**src/verilog/sdcr_pkg.sv**
```systemverilog
package sdcr_pkg;
    // Register indices; byte address is index times four
    localparam logic [2:0] SDCR_IDX_INT_CHANNEL_NUMERATOR  = 3'h0;
    localparam logic [2:0] SDCR_IDX_PRE_PHASE = 3'h1;
    localparam logic [2:0] SDCR_IDX_REF_PUMP  = 3'h2;
    localparam logic [2:0] SDCR_IDX_OUT_DIV   = 3'h4;
    localparam logic [2:0] SDCR_IDX_STATUS    = 3'h6;
    localparam int SDCR_ADDR_LSB = 2;
    localparam int SDCR_ADDR_MSB = 4;

    localparam int SDCR_SEL_LSB  = 0;
    localparam int SDCR_SEL_W    = 3;
    // Register zero
    localparam int SDCR_WHOLE_LSB = 15;
    localparam int SDCR_WHOLE_W   = 16;
    localparam int SDCR_NUM_LSB   = 3;
    localparam int SDCR_NUM_W     = 12;
    // Register one
    localparam int SDCR_PRE_BIT   = 27;
    localparam int SDCR_PHASE_LSB = 15;
    localparam int SDCR_PHASE_W   = 12;
    localparam int SDCR_DEN_LSB   = 3;
    localparam int SDCR_DEN_W     = 12;
    // Register two
    localparam int SDCR_NOISE_LSB = 29;
    localparam int SDCR_NOISE_W   = 2;
    localparam int SDCR_MUX_LSB   = 26;
    localparam int SDCR_MUX_W     = 3;
    localparam int SDCR_DBL_BIT   = 25;
    localparam int SDCR_HALF_BIT  = 24;
    localparam int SDCR_RCNT_LSB  = 14;
    localparam int SDCR_RCNT_W    = 10;
    localparam int SDCR_DBUF_BIT  = 13;
    localparam int SDCR_PUMP_LSB  = 9;
    localparam int SDCR_PUMP_W    = 3;
    // Register four output divider select
    localparam int SDCR_ODIV_LSB  = 20;
    localparam int SDCR_ODIV_W    = 3;

    localparam logic [1:0] SDCR_NOISE_LOW_NOISE = 2'h0;
    localparam logic [1:0] SDCR_NOISE_LOW_SPUR  = 2'h3;

    localparam logic [9:0]  SDCR_RCNT_RESET  = 10'h001;
    localparam logic [11:0] SDCR_DEN_RESET   = 12'h002;
    localparam logic [11:0] SDCR_PHASE_RESET = 12'h001;
    localparam logic [31:0] SDCR_ZERO_WORD   = 32'h00000000;

    typedef enum logic [1:0] {
        SDCR_IDLE,
        SDCR_ACCESS
    } sdcr_state_t;
endpackage

```
**src/verilog/sdcr_commit_if.sv**
```systemverilog
`timescale 1ns/1ps
interface sdcr_commit_if;
    logic        load;
    logic [2:0]  sel;
    logic [31:0] word;
    logic        commit;

    modport bus  (output load, output sel, output word, input commit);
    modport bank (input load, input sel, input word, output commit);
endinterface

```
**src/verilog/sdcr_apb_slave.sv**
```systemverilog
`timescale 1ns/1ps
module sdcr_apb_slave (
    // Clock and reset
    input  wire logic        clock,
    input  wire logic        rst,
    // APB
    input  wire logic        psel,
    input  wire logic        penable,
    input  wire logic        pwrite,
    input  wire logic [31:0] paddr,
    input  wire logic [31:0] pwdata,
    output      logic        pready,
    output      logic        pslverr,
    output      logic [31:0] prdata,
    // Status word to read
    input  wire logic [31:0] statusWord,
    // Toward register bank
    sdcr_commit_if.bus       cif
);
    sdcr_pkg::sdcr_state_t state;
    logic                  setup;

    assign setup = psel && !penable;

    // One wait-free answer: ready in every access phase
    always_ff @(posedge clock) begin
        if (rst) begin
            state <= sdcr_pkg::SDCR_IDLE;
        end else if (setup) begin
            state <= sdcr_pkg::SDCR_ACCESS;
        end else begin
            state <= sdcr_pkg::SDCR_IDLE;
        end
    end

    assign pready = psel && penable && state == sdcr_pkg::SDCR_ACCESS;

    function automatic logic addrHit(input logic [31:0] a);
        addrHit = (a[1:0] == 2'h0) && (a[31:5] == 27'h0);
    endfunction

    logic [2:0] idx;
    logic       wrOk;
    assign idx  = paddr[sdcr_pkg::SDCR_ADDR_MSB:sdcr_pkg::SDCR_ADDR_LSB];
    assign wrOk = addrHit(paddr) && (idx == sdcr_pkg::SDCR_IDX_INT_CHANNEL_NUMERATOR
                  || idx == sdcr_pkg::SDCR_IDX_PRE_PHASE
                  || idx == sdcr_pkg::SDCR_IDX_REF_PUMP
                  || idx == sdcr_pkg::SDCR_IDX_OUT_DIV);

    // Writes to the status word or unmapped space are errored
    assign pslverr = pready && (pwrite ? !wrOk
                     : !(addrHit(paddr) && idx == sdcr_pkg::SDCR_IDX_STATUS));

    assign cif.load = pready && pwrite && wrOk;
    assign cif.sel  = idx;
    assign cif.word = pwdata;

    always_ff @(posedge clock) begin
        if (rst) begin
            prdata <= sdcr_pkg::SDCR_ZERO_WORD;
        end else if (setup && !pwrite && addrHit(paddr)
                     && idx == sdcr_pkg::SDCR_IDX_STATUS) begin
            prdata <= statusWord;
        end else if (setup) begin
            prdata <= sdcr_pkg::SDCR_ZERO_WORD;
        end
    end
endmodule

```
**src/verilog/synth_divider_config_regs.sv**
```systemverilog
// Decided for this implementation: register access over APB.
`timescale 1ns/1ps
// What this block does
// - Address bits 4..2 select register zero, one, two or four
// - Register zero bits 30..15 give the integer feedback divisor
// - Register zero bits 14..3 give the modulator numerator
// - Register one bit 27 picks prescaler 4/5 or 8/9
// - Register one bits 26..15 hold the phase word, below denominator
// - Phase word sets output phase in steps of one cycle over denominator
// - Register one bits 14..3 give the fractional modulus
// - Register two bits 30..29 pick low-noise or low-spur operation
// - Dither on for low-spur, off for low-noise
// - Register two bits 28..26 steer the test output multiplexer
// - Register two bit 25 doubles the reference before the counter
// - Doubler off: falling edges act; on: both edges act
// - Register two bit 24 inserts a toggle halver after the counter
// - Register two bits 23..14 give the reference divide ratio 1..1023
// - Register two bit 13 enables double buffering of divider select
// - Register two bits 11..9 give the charge pump current code
// - Buffered fields of registers one and two apply on register zero write
// - Divider select waits for register zero only when bit 13 is set
module synth_divider_config_regs (
    // Clock and reset
    input  wire logic        clock,
    input  wire logic        rst,
    // APB slave
    input  wire logic        psel,
    input  wire logic        penable,
    input  wire logic        pwrite,
    input  wire logic [31:0] paddr,
    input  wire logic [31:0] pwdata,
    output      logic        pready,
    output      logic        pslverr,
    output      logic [31:0] prdata,
    // Reference path
    input  wire logic        referenceInputPin,
    output      logic        phaseDetectorRef,
    // Active settings
    output      logic [15:0] wholePartDivisor,
    output      logic [11:0] channelNumerator,
    output      logic [11:0] channelDenominator,
    output      logic [11:0] phaseWord,
    output      logic        prescalerRatioBit,
    output      logic [1:0]  noiseSpurMode,
    output      logic        ditherEnable,
    output      logic [2:0]  testOutputSelect,
    output      logic [2:0]  pumpCurrentCode,
    output      logic [2:0]  outputDividerSelect,
    output      logic        newSettings
);
    sdcr_commit_if cif ();

    logic [31:0] statusWord;

    sdcr_apb_slave busSlave (
        .clock      (clock),
        .rst        (rst),
        .psel       (psel),
        .penable    (penable),
        .pwrite     (pwrite),
        .paddr      (paddr),
        .pwdata     (pwdata),
        .pready     (pready),
        .pslverr    (pslverr),
        .prdata     (prdata),
        .statusWord (statusWord),
        .cif        (cif.bus)
    );

    // Staging copies; registers one and two wait for register zero
    logic [31:0] stagePrePhase;
    logic [31:0] stageRefPump;
    logic [2:0]  stageOutDiv;
    logic        doubleBuffer;
    logic        loadZero;
    logic        loadOne;
    logic        loadTwo;
    logic        loadFour;

    assign loadZero = cif.load && cif.sel == sdcr_pkg::SDCR_IDX_INT_CHANNEL_NUMERATOR;
    assign loadOne  = cif.load && cif.sel == sdcr_pkg::SDCR_IDX_PRE_PHASE;
    assign loadTwo  = cif.load && cif.sel == sdcr_pkg::SDCR_IDX_REF_PUMP;
    assign loadFour = cif.load && cif.sel == sdcr_pkg::SDCR_IDX_OUT_DIV;
    assign cif.commit = loadZero;

    always_ff @(posedge clock) begin
        if (rst) begin
            stagePrePhase <= sdcr_pkg::SDCR_ZERO_WORD;
            stageRefPump  <= sdcr_pkg::SDCR_ZERO_WORD;
            stageOutDiv   <= 3'h0;
        end else begin
            if (loadOne) begin
                stagePrePhase <= cif.word;
            end
            if (loadTwo) begin
                stageRefPump <= cif.word;
            end
            if (loadFour) begin
                stageOutDiv <= cif.word[sdcr_pkg::SDCR_ODIV_LSB +: sdcr_pkg::SDCR_ODIV_W];
            end
        end
    end

    // Double buffer flag itself is unbuffered so it governs the next load
    always_ff @(posedge clock) begin
        if (rst) begin
            doubleBuffer <= 1'b0;
        end else if (loadTwo) begin
            doubleBuffer <= cif.word[sdcr_pkg::SDCR_DBUF_BIT];
        end
    end

    // Register zero fields act at once
    always_ff @(posedge clock) begin
        if (rst) begin
            wholePartDivisor <= 16'h0000;
            channelNumerator <= 12'h000;
        end else if (loadZero) begin
            wholePartDivisor <= cif.word[sdcr_pkg::SDCR_WHOLE_LSB +: sdcr_pkg::SDCR_WHOLE_W];
            channelNumerator <= cif.word[sdcr_pkg::SDCR_NUM_LSB +: sdcr_pkg::SDCR_NUM_W];
        end
    end

    // Buffered fields; a write of one or two in the same beat cannot occur
    logic [9:0] refCount;
    logic       refDouble;
    logic       refHalve;

    always_ff @(posedge clock) begin
        if (rst) begin
            prescalerRatioBit  <= 1'b0;
            phaseWord          <= sdcr_pkg::SDCR_PHASE_RESET;
            channelDenominator <= sdcr_pkg::SDCR_DEN_RESET;
            noiseSpurMode      <= sdcr_pkg::SDCR_NOISE_LOW_NOISE;
            testOutputSelect   <= 3'h0;
            refDouble          <= 1'b0;
            refHalve           <= 1'b0;
            refCount           <= sdcr_pkg::SDCR_RCNT_RESET;
            pumpCurrentCode    <= 3'h0;
        end else if (loadZero) begin
            prescalerRatioBit  <= stagePrePhase[sdcr_pkg::SDCR_PRE_BIT];
            phaseWord          <= stagePrePhase[sdcr_pkg::SDCR_PHASE_LSB +: sdcr_pkg::SDCR_PHASE_W];
            channelDenominator <= stagePrePhase[sdcr_pkg::SDCR_DEN_LSB +: sdcr_pkg::SDCR_DEN_W];
            noiseSpurMode      <= stageRefPump[sdcr_pkg::SDCR_NOISE_LSB +: sdcr_pkg::SDCR_NOISE_W];
            testOutputSelect   <= stageRefPump[sdcr_pkg::SDCR_MUX_LSB +: sdcr_pkg::SDCR_MUX_W];
            refDouble          <= stageRefPump[sdcr_pkg::SDCR_DBL_BIT];
            refHalve           <= stageRefPump[sdcr_pkg::SDCR_HALF_BIT];
            refCount           <= stageRefPump[sdcr_pkg::SDCR_RCNT_LSB +: sdcr_pkg::SDCR_RCNT_W];
            pumpCurrentCode    <= stageRefPump[sdcr_pkg::SDCR_PUMP_LSB +: sdcr_pkg::SDCR_PUMP_W];
        end
    end

    always_ff @(posedge clock) begin
        if (rst) begin
            outputDividerSelect <= 3'h0;
        end else if (loadFour && !doubleBuffer) begin
            outputDividerSelect <= cif.word[sdcr_pkg::SDCR_ODIV_LSB +: sdcr_pkg::SDCR_ODIV_W];
        end else if (loadZero && doubleBuffer) begin
            outputDividerSelect <= stageOutDiv;
        end
    end

    // Unknown mode codes fall back to no dither
    always_ff @(posedge clock) begin
        if (rst) begin
            ditherEnable <= 1'b0;
        end else begin
            ditherEnable <= noiseSpurMode == sdcr_pkg::SDCR_NOISE_LOW_SPUR;
        end
    end

    always_ff @(posedge clock) begin
        if (rst) begin
            newSettings <= 1'b0;
        end else begin
            newSettings <= loadZero;
        end
    end

    // Reference pin is asynchronous: two flops before use
    logic refMeta;
    logic refSync;
    logic refLast;

    always_ff @(posedge clock) begin
        if (rst) begin
            refMeta <= 1'b0;
            refSync <= 1'b0;
            refLast <= 1'b0;
        end else begin
            refMeta <= referenceInputPin;
            refSync <= refMeta;
            refLast <= refSync;
        end
    end

    // Digital stand-in; reference must be well below clock/4
    logic refEdge;
    assign refEdge = refDouble ? (refSync != refLast)
                               : (refLast && !refSync);

    logic [9:0] refCounter;
    logic       counterTick;
    assign counterTick = refEdge && (refCounter <= 10'h001);

    always_ff @(posedge clock) begin
        if (rst) begin
            refCounter <= sdcr_pkg::SDCR_RCNT_RESET;
        end else if (counterTick) begin
            refCounter <= refCount;
        end else if (refEdge) begin
            refCounter <= refCounter - 10'h001;
        end
    end

    logic halfToggle;
    always_ff @(posedge clock) begin
        if (rst) begin
            halfToggle <= 1'b0;
        end else if (counterTick) begin
            halfToggle <= !halfToggle;
        end
    end

    // Without halving, a one-cycle pulse per counter wrap
    always_ff @(posedge clock) begin
        if (rst) begin
            phaseDetectorRef <= 1'b0;
        end else if (refHalve) begin
            phaseDetectorRef <= halfToggle;
        end else begin
            phaseDetectorRef <= counterTick;
        end
    end

    // Read-back of live state; configuration words stay write-only
    assign statusWord = {20'h00000, outputDividerSelect, ditherEnable, 2'h0,
                         noiseSpurMode, doubleBuffer, refHalve, refDouble,
                         prescalerRatioBit};
endmodule

```
**config.mk**
```make
export PLATFORM = sky130hd
export DESIGN_NAME = synth_divider_config_regs
export DESIGN_NICKNAME = d
export VERILOG_FILES = /design/src/verilog/sdcr_pkg.sv /design/src/verilog/sdcr_commit_if.sv /design/src/verilog/sdcr_apb_slave.sv /design/src/verilog/synth_divider_config_regs.sv
export SDC_FILE = /design/constraint.sdc
export NUM_CORES = 1
export LEC_CHECK = 0
export BUFFER_PORTS_ARGS = -buffer_cell sky130_fd_sc_hd__buf_2
export CAP_MARGIN = 20
export CORE_UTILIZATION = 56
export DETAILED_ROUTE_END_ITERATION = 16
export PLACE_DENSITY = 0.86
export SYNTH_ARGS = -nofsm -noshare
export SYNTH_HDL_FRONTEND = slang
export SYNTH_SLANG_ARGS = --single-unit
```
**constraint.sdc**
```tcl
create_clock -name clock -period 6.04 [get_ports clock]
set_input_delay 0 -clock clock [delete_from_list [all_inputs] [get_ports clock]]
set_output_delay 0 -clock clock [all_outputs]
set_load 0.02 [all_outputs]
```
==> impl.org <==
** Outcome
- Status :: finished clean

** Layout
- In the final layout, the share of cells above drive strength 1 is 0.223.
- Net count, final :: 933
- Relative to the synthesized area, the layout overhead comes to 25.6%.
- The number of antenna diodes in the final layout is 0.
- Number of standard cells in the layout, taps in and fillers out :: 1,007

** Placement
- Including well taps, the total number of placed cells is 944.
- Detailed placement ended at an HPWL of 8950 um.
- At the end of routability-driven placement, the weighted congestion stood at 0.828.
- Count of input and output buffers :: 144

** Worst setup path
- Maximum single-stage delay on the critical path :: 0.60 ns
- Data on the critical path is required at its endpoint by 6.50 ns.
- Critical path, cell by cell :: nand4_1 > nor4_1 > and3_2 > buf_4 > nand2_1 > a21oi_1 > dlygate4sd3_1
- In this run the worst path has a maximum fanout of 70.
- Among all stages on the critical path, the largest delay is contributed by sky130_fd_sc_hd__buf_4.
- Across all register-to-register paths, the minimum setup slack is 3.03 ns.
- Setup CP Type :: flop to flop
- STA classifies the critical path endpoint as a flop.
- Measured in cells, the most critical reg-to-reg path has a length of 7.
- Launching element type of the critical path :: flop
- Arrival time worst endpoint :: 3.47 ns

** Clock tree
- Clock tree from TritonCTS :: done
- Post CTS Setup Buffer Count :: 0
- Clock latency on the worst-skew pair :: 0.52 ns
- Clock transition at the registers of the reported paths :: 0.06 ns
- Counting the buffers created by CTS gives 17.
- TritonCTS sink count :: 153
- In this run the number of H-tree levels came out at 4.
- The tree is rooted in a sky130_fd_sc_hd__clkbuf_8.
- Max Root-Sink Buffers :: 2

** Synthesis
- Post-synth design cell area :: approximately 6000 um^2
- For this run, the register share of the synthesized area comes to 0.515.
- EDFF count, synth :: 0
- Post-Synthesis Mean Instance Area :: 8.44 um^2
- Synthesis handed over a netlist of 705 instances.
- Of the post-synthesis cell area, the dominant cell type holds 0.515.
- Synthesized-area fraction occupied by ao, oa, aoi and oai cells :: 0.125
- During synthesis, Yosys emitted a total of 0 warnings.
- Mux cell area share after synthesis :: 0.0648
- Count of unique library cells instantiated by Yosys :: 42
- Of the total synthesized cell area, the portion taken by AND, OR, NAND and NOR gates is 0.222.
- After synthesis, the largest family of logic cells by area is simple AND/OR/NAND/NOR gates.
- Proportion of register bits with asynchronous set or reset after synthesis :: 0
- Synthesized-area fraction occupied by adder cells :: 0.00631
- Synthesized flop and latch total :: 153
- In the synthesized netlist the dominant register cell turns out to be sky130_fd_sc_hd__dfxtp_1.
- Of the total synthesized cell area, the portion taken by XOR and XNOR cells is 0.00147.
- Summed over all instances, the cell type with the most area after synthesis is sky130_fd_sc_hd__dfxtp_1.
- Cells taking the most area after synthesis :: sky130_fd_sc_hd__dfxtp_1 (51%), sky130_fd_sc_hd__nand2_1 (12%), sky130_fd_sc_hd__a21oi_1 (8.4%), sky130_fd_sc_hd__mux2i_1 (5.7%), sky130_fd_sc_hd__nor2_1 (4.1%)

** Power
- Of the total power, combinational logic draws 0.045.
- IR analysis of the VDD net gives a maximum drop of 182 uV.
- For this design the total switching power over the nets is roughly 0.47 mW.
- In this run the static leakage power is just over 3 nW.
- Power Dens Cells :: 277 nW/um^2
- Net switching fraction of the power :: 0.230
- Part of the power in the clock network :: 0.466
- Part of the power in registers :: 0.489
- Cell internal power was estimated by the tool at roughly 1.6 mW.

** Detailed routing
- Post-DRT Antenna Nets :: 0
- Vias :: around 5.5k
- WL/cell :: approximately 15 um
- For this run, design rule violations remaining after detail routing come to 0.
- Initial DRC count :: 370
- The first detailed-routing pass ran for 5 iterations.
- The final layout contains routed wiring with a total length of 15,500 um.
- Vias per cell :: 5.45

** GRT
- Largest net degree at the start of global routing :: 103
- In the global route stage, overall resource usage came out at 0.291.
- Number of antenna violations at the first check in global routing :: 0
- Grt total ovfl :: 0
- The first global-routing pass estimated 25,400 um of wire.
- The number of global-route vias before repair is 5,244.

** Floorplanning
- The die is 105 um wide.
- Y dimension of the die :: 105 um
- The initial utilization of the core area, before any placement, comes to 0.576.
- about 170 I/O pins were placed.
- Count of standard-cell rows :: 37
- Full die area :: 11,000 um^2
- The region available for standard cell placement spans 10,300 um^2.

** STA
- The final count of pins violating max slew is 0.
- The number of hold violations in the final report came to 0.
- Unrepaired setup endpoints after global routing :: false
- Final Skew :: 0.00849 ns
- The routed design could run at a clock period as short as 3.01 ns.
- Worst-case headroom to the max-slew limit :: 0.290
- F_max :: roughly 330 MHz
- Setup violations remaining at the end of the flow were counted as 0.
- Adding up every negative setup slack in the final design gives 0 ns.
- Dividing the final minimum period by the clock period gives 0.499.
- Slew at the pin closest to its max-slew limit :: 1.07 ns

** Min path
- The worst hold path belongs to the class input port to flop.
- Along the worst hold path, the cell count comes to 3.

** Flow run
- Reported max-cap violation count :: 0
==> cell type report <==
class / instances / area, um^2
flip-flops and latches: 153 / 3060
fillers: 724 / 2850
well taps: 136 / 170
multi-input cells: 501 / 2590
repair buffers: 182 / 1090
clock inverters: 13 / 123
inverters: 5 / 18.8
clock buffers: 17 / 414
==> registers in the layout (all words and copies together), names as in the netlist, 2 cells and up <==
register,count
refCount,10
channelNumerator,12
noiseSpurMode,2
outputDividerSelect,3
stageOutDiv,3
busSlave.prdata,10
refCounter,10
phaseWord,12
wholePartDivisor,16
stagePrePhase,25
stageRefPump,21
pumpCurrentCode,3
testOutputSelect,3
channelDenominator,12
==> synth_stat cells, drive strengths merged (2+ instances only) <==
master,count
or4,2
mux2,4
a22oi,10
nor3,7
a311oi,2
dfxtp,153
mux2i,34
nor3b,3
o21ai,9
a21oi,100
ha,3
or3b,2
nand3,2
buf,34
a211oi,6
nor4,15
clkbuf,33
and3,3
nor2b,4
nor2,65
inv,4
or3,3
nand2,188
nand4,3
and4,2
o41ai,2
o22ai,3
==> power by group through the flow <==
stage                     Combinational (mW)  Sequential [mW]  Clock (mW)
after detailed placement              0.0743             1.03           0
after floorplan                       0.0500             1.03           0
after global routing                  0.0988             1.01        1.02
after CTS                             0.0902             1.01       0.972
final                                 0.0925             1.01       0.963
after global placement                0.0742             1.03           0
==> per-layer routing <==
metal,GRT usage,up-vias,share of wire
li1,-,2644,-
met5,0,-,0
met3,0.0774,47,0.073
met1,0.345,2551,0.41
met4,0.151,0,0.038
met2,0.482,250,0.48
==> placed cells by master (no fill, tap or decap), drive strengths merged, types with 4 or more instances in the layout <==
| cell type | instances |
|---|---|
| dlygate4sd3 | 33 |
| clkinv | 5 |
| nor3 | 7 |
| o21ai | 9 |
| a211oi | 6 |
| dfxtp | 153 |
| clkbuf | 17 |
| nor2b | 4 |
| conb | 22 |
| a22oi | 10 |
| buf | 149 |
| nor4 | 15 |
| mux2 | 4 |
| a21oi | 100 |
| inv | 8 |
| mux2i | 34 |
| clkinvlp | 4 |
| nand2 | 188 |
| nor2 | 65 |
==> logic make-up (layout without fill, tap and decap cells) <==
logic type | count (synthesis) | count (layout)
AO/OA/AOI/OAI | 135 | 135
XOR/XNOR | 1 | 1
adder cells (fa/ha/maj) | 3 | 3
buffers and inverters | 72 | 217
flip-flops | 153 | 153
multiplexers | 38 | 38
other | 1 | 22
AND/OR/NAND/NOR | 302 | 302
==> worst max-delay path, delay by kind of cell (launching register included) <==
| kind | cells | cell delay [ns] |
|---|---|---|
| simple gates | 4 | 1.19 |
| compound gates | 1 | 0.19 |
| buf+inv | 2 | 1.18 |
| flops | 1 | 0.33 |
==> final timing paths <==
kind                         endpoint              start
hold / removal      busSlave.state[0]               psel
setup / recovery  channelNumerator[1]  busSlave.state[0]
setup reg to reg  channelNumerator[1]  busSlave.state[0]
hold reg to reg               refSync            refMeta
==> per-stage QoR <==
stage / hold slack [ns] / worst slack, ns / total power, mW / instance area (um^2) / utilization
4_1_cts: 0.0206 / 3.17 / 2.07 / 7470 / 0.724
2_1_floorplan: 0.128 / 4.07 / 1.08 / 6030 / -
5_1_grt: 0.0763 / 2.89 / 2.13 / 7470 / 0.724
3_3_place_gp: 0.221 / 3.61 / 1.11 / 6610 / 0.640
6_report: 0.0307 / 3.03 / 2.07 / 7470 / 0.724
3_5_place_dp: 0.221 / 3.57 / 1.11 / 6610 / 0.640
==> repair_timing <==
| action | 4_1_cts | 5_1_grt |
|---|---|---|
| hold buffers | 33 | 0 |
| resized for setup | 0 | 0 |
| hold endpoints to repair | 106 | 0 |
Power figures use the tool's default switching activity.
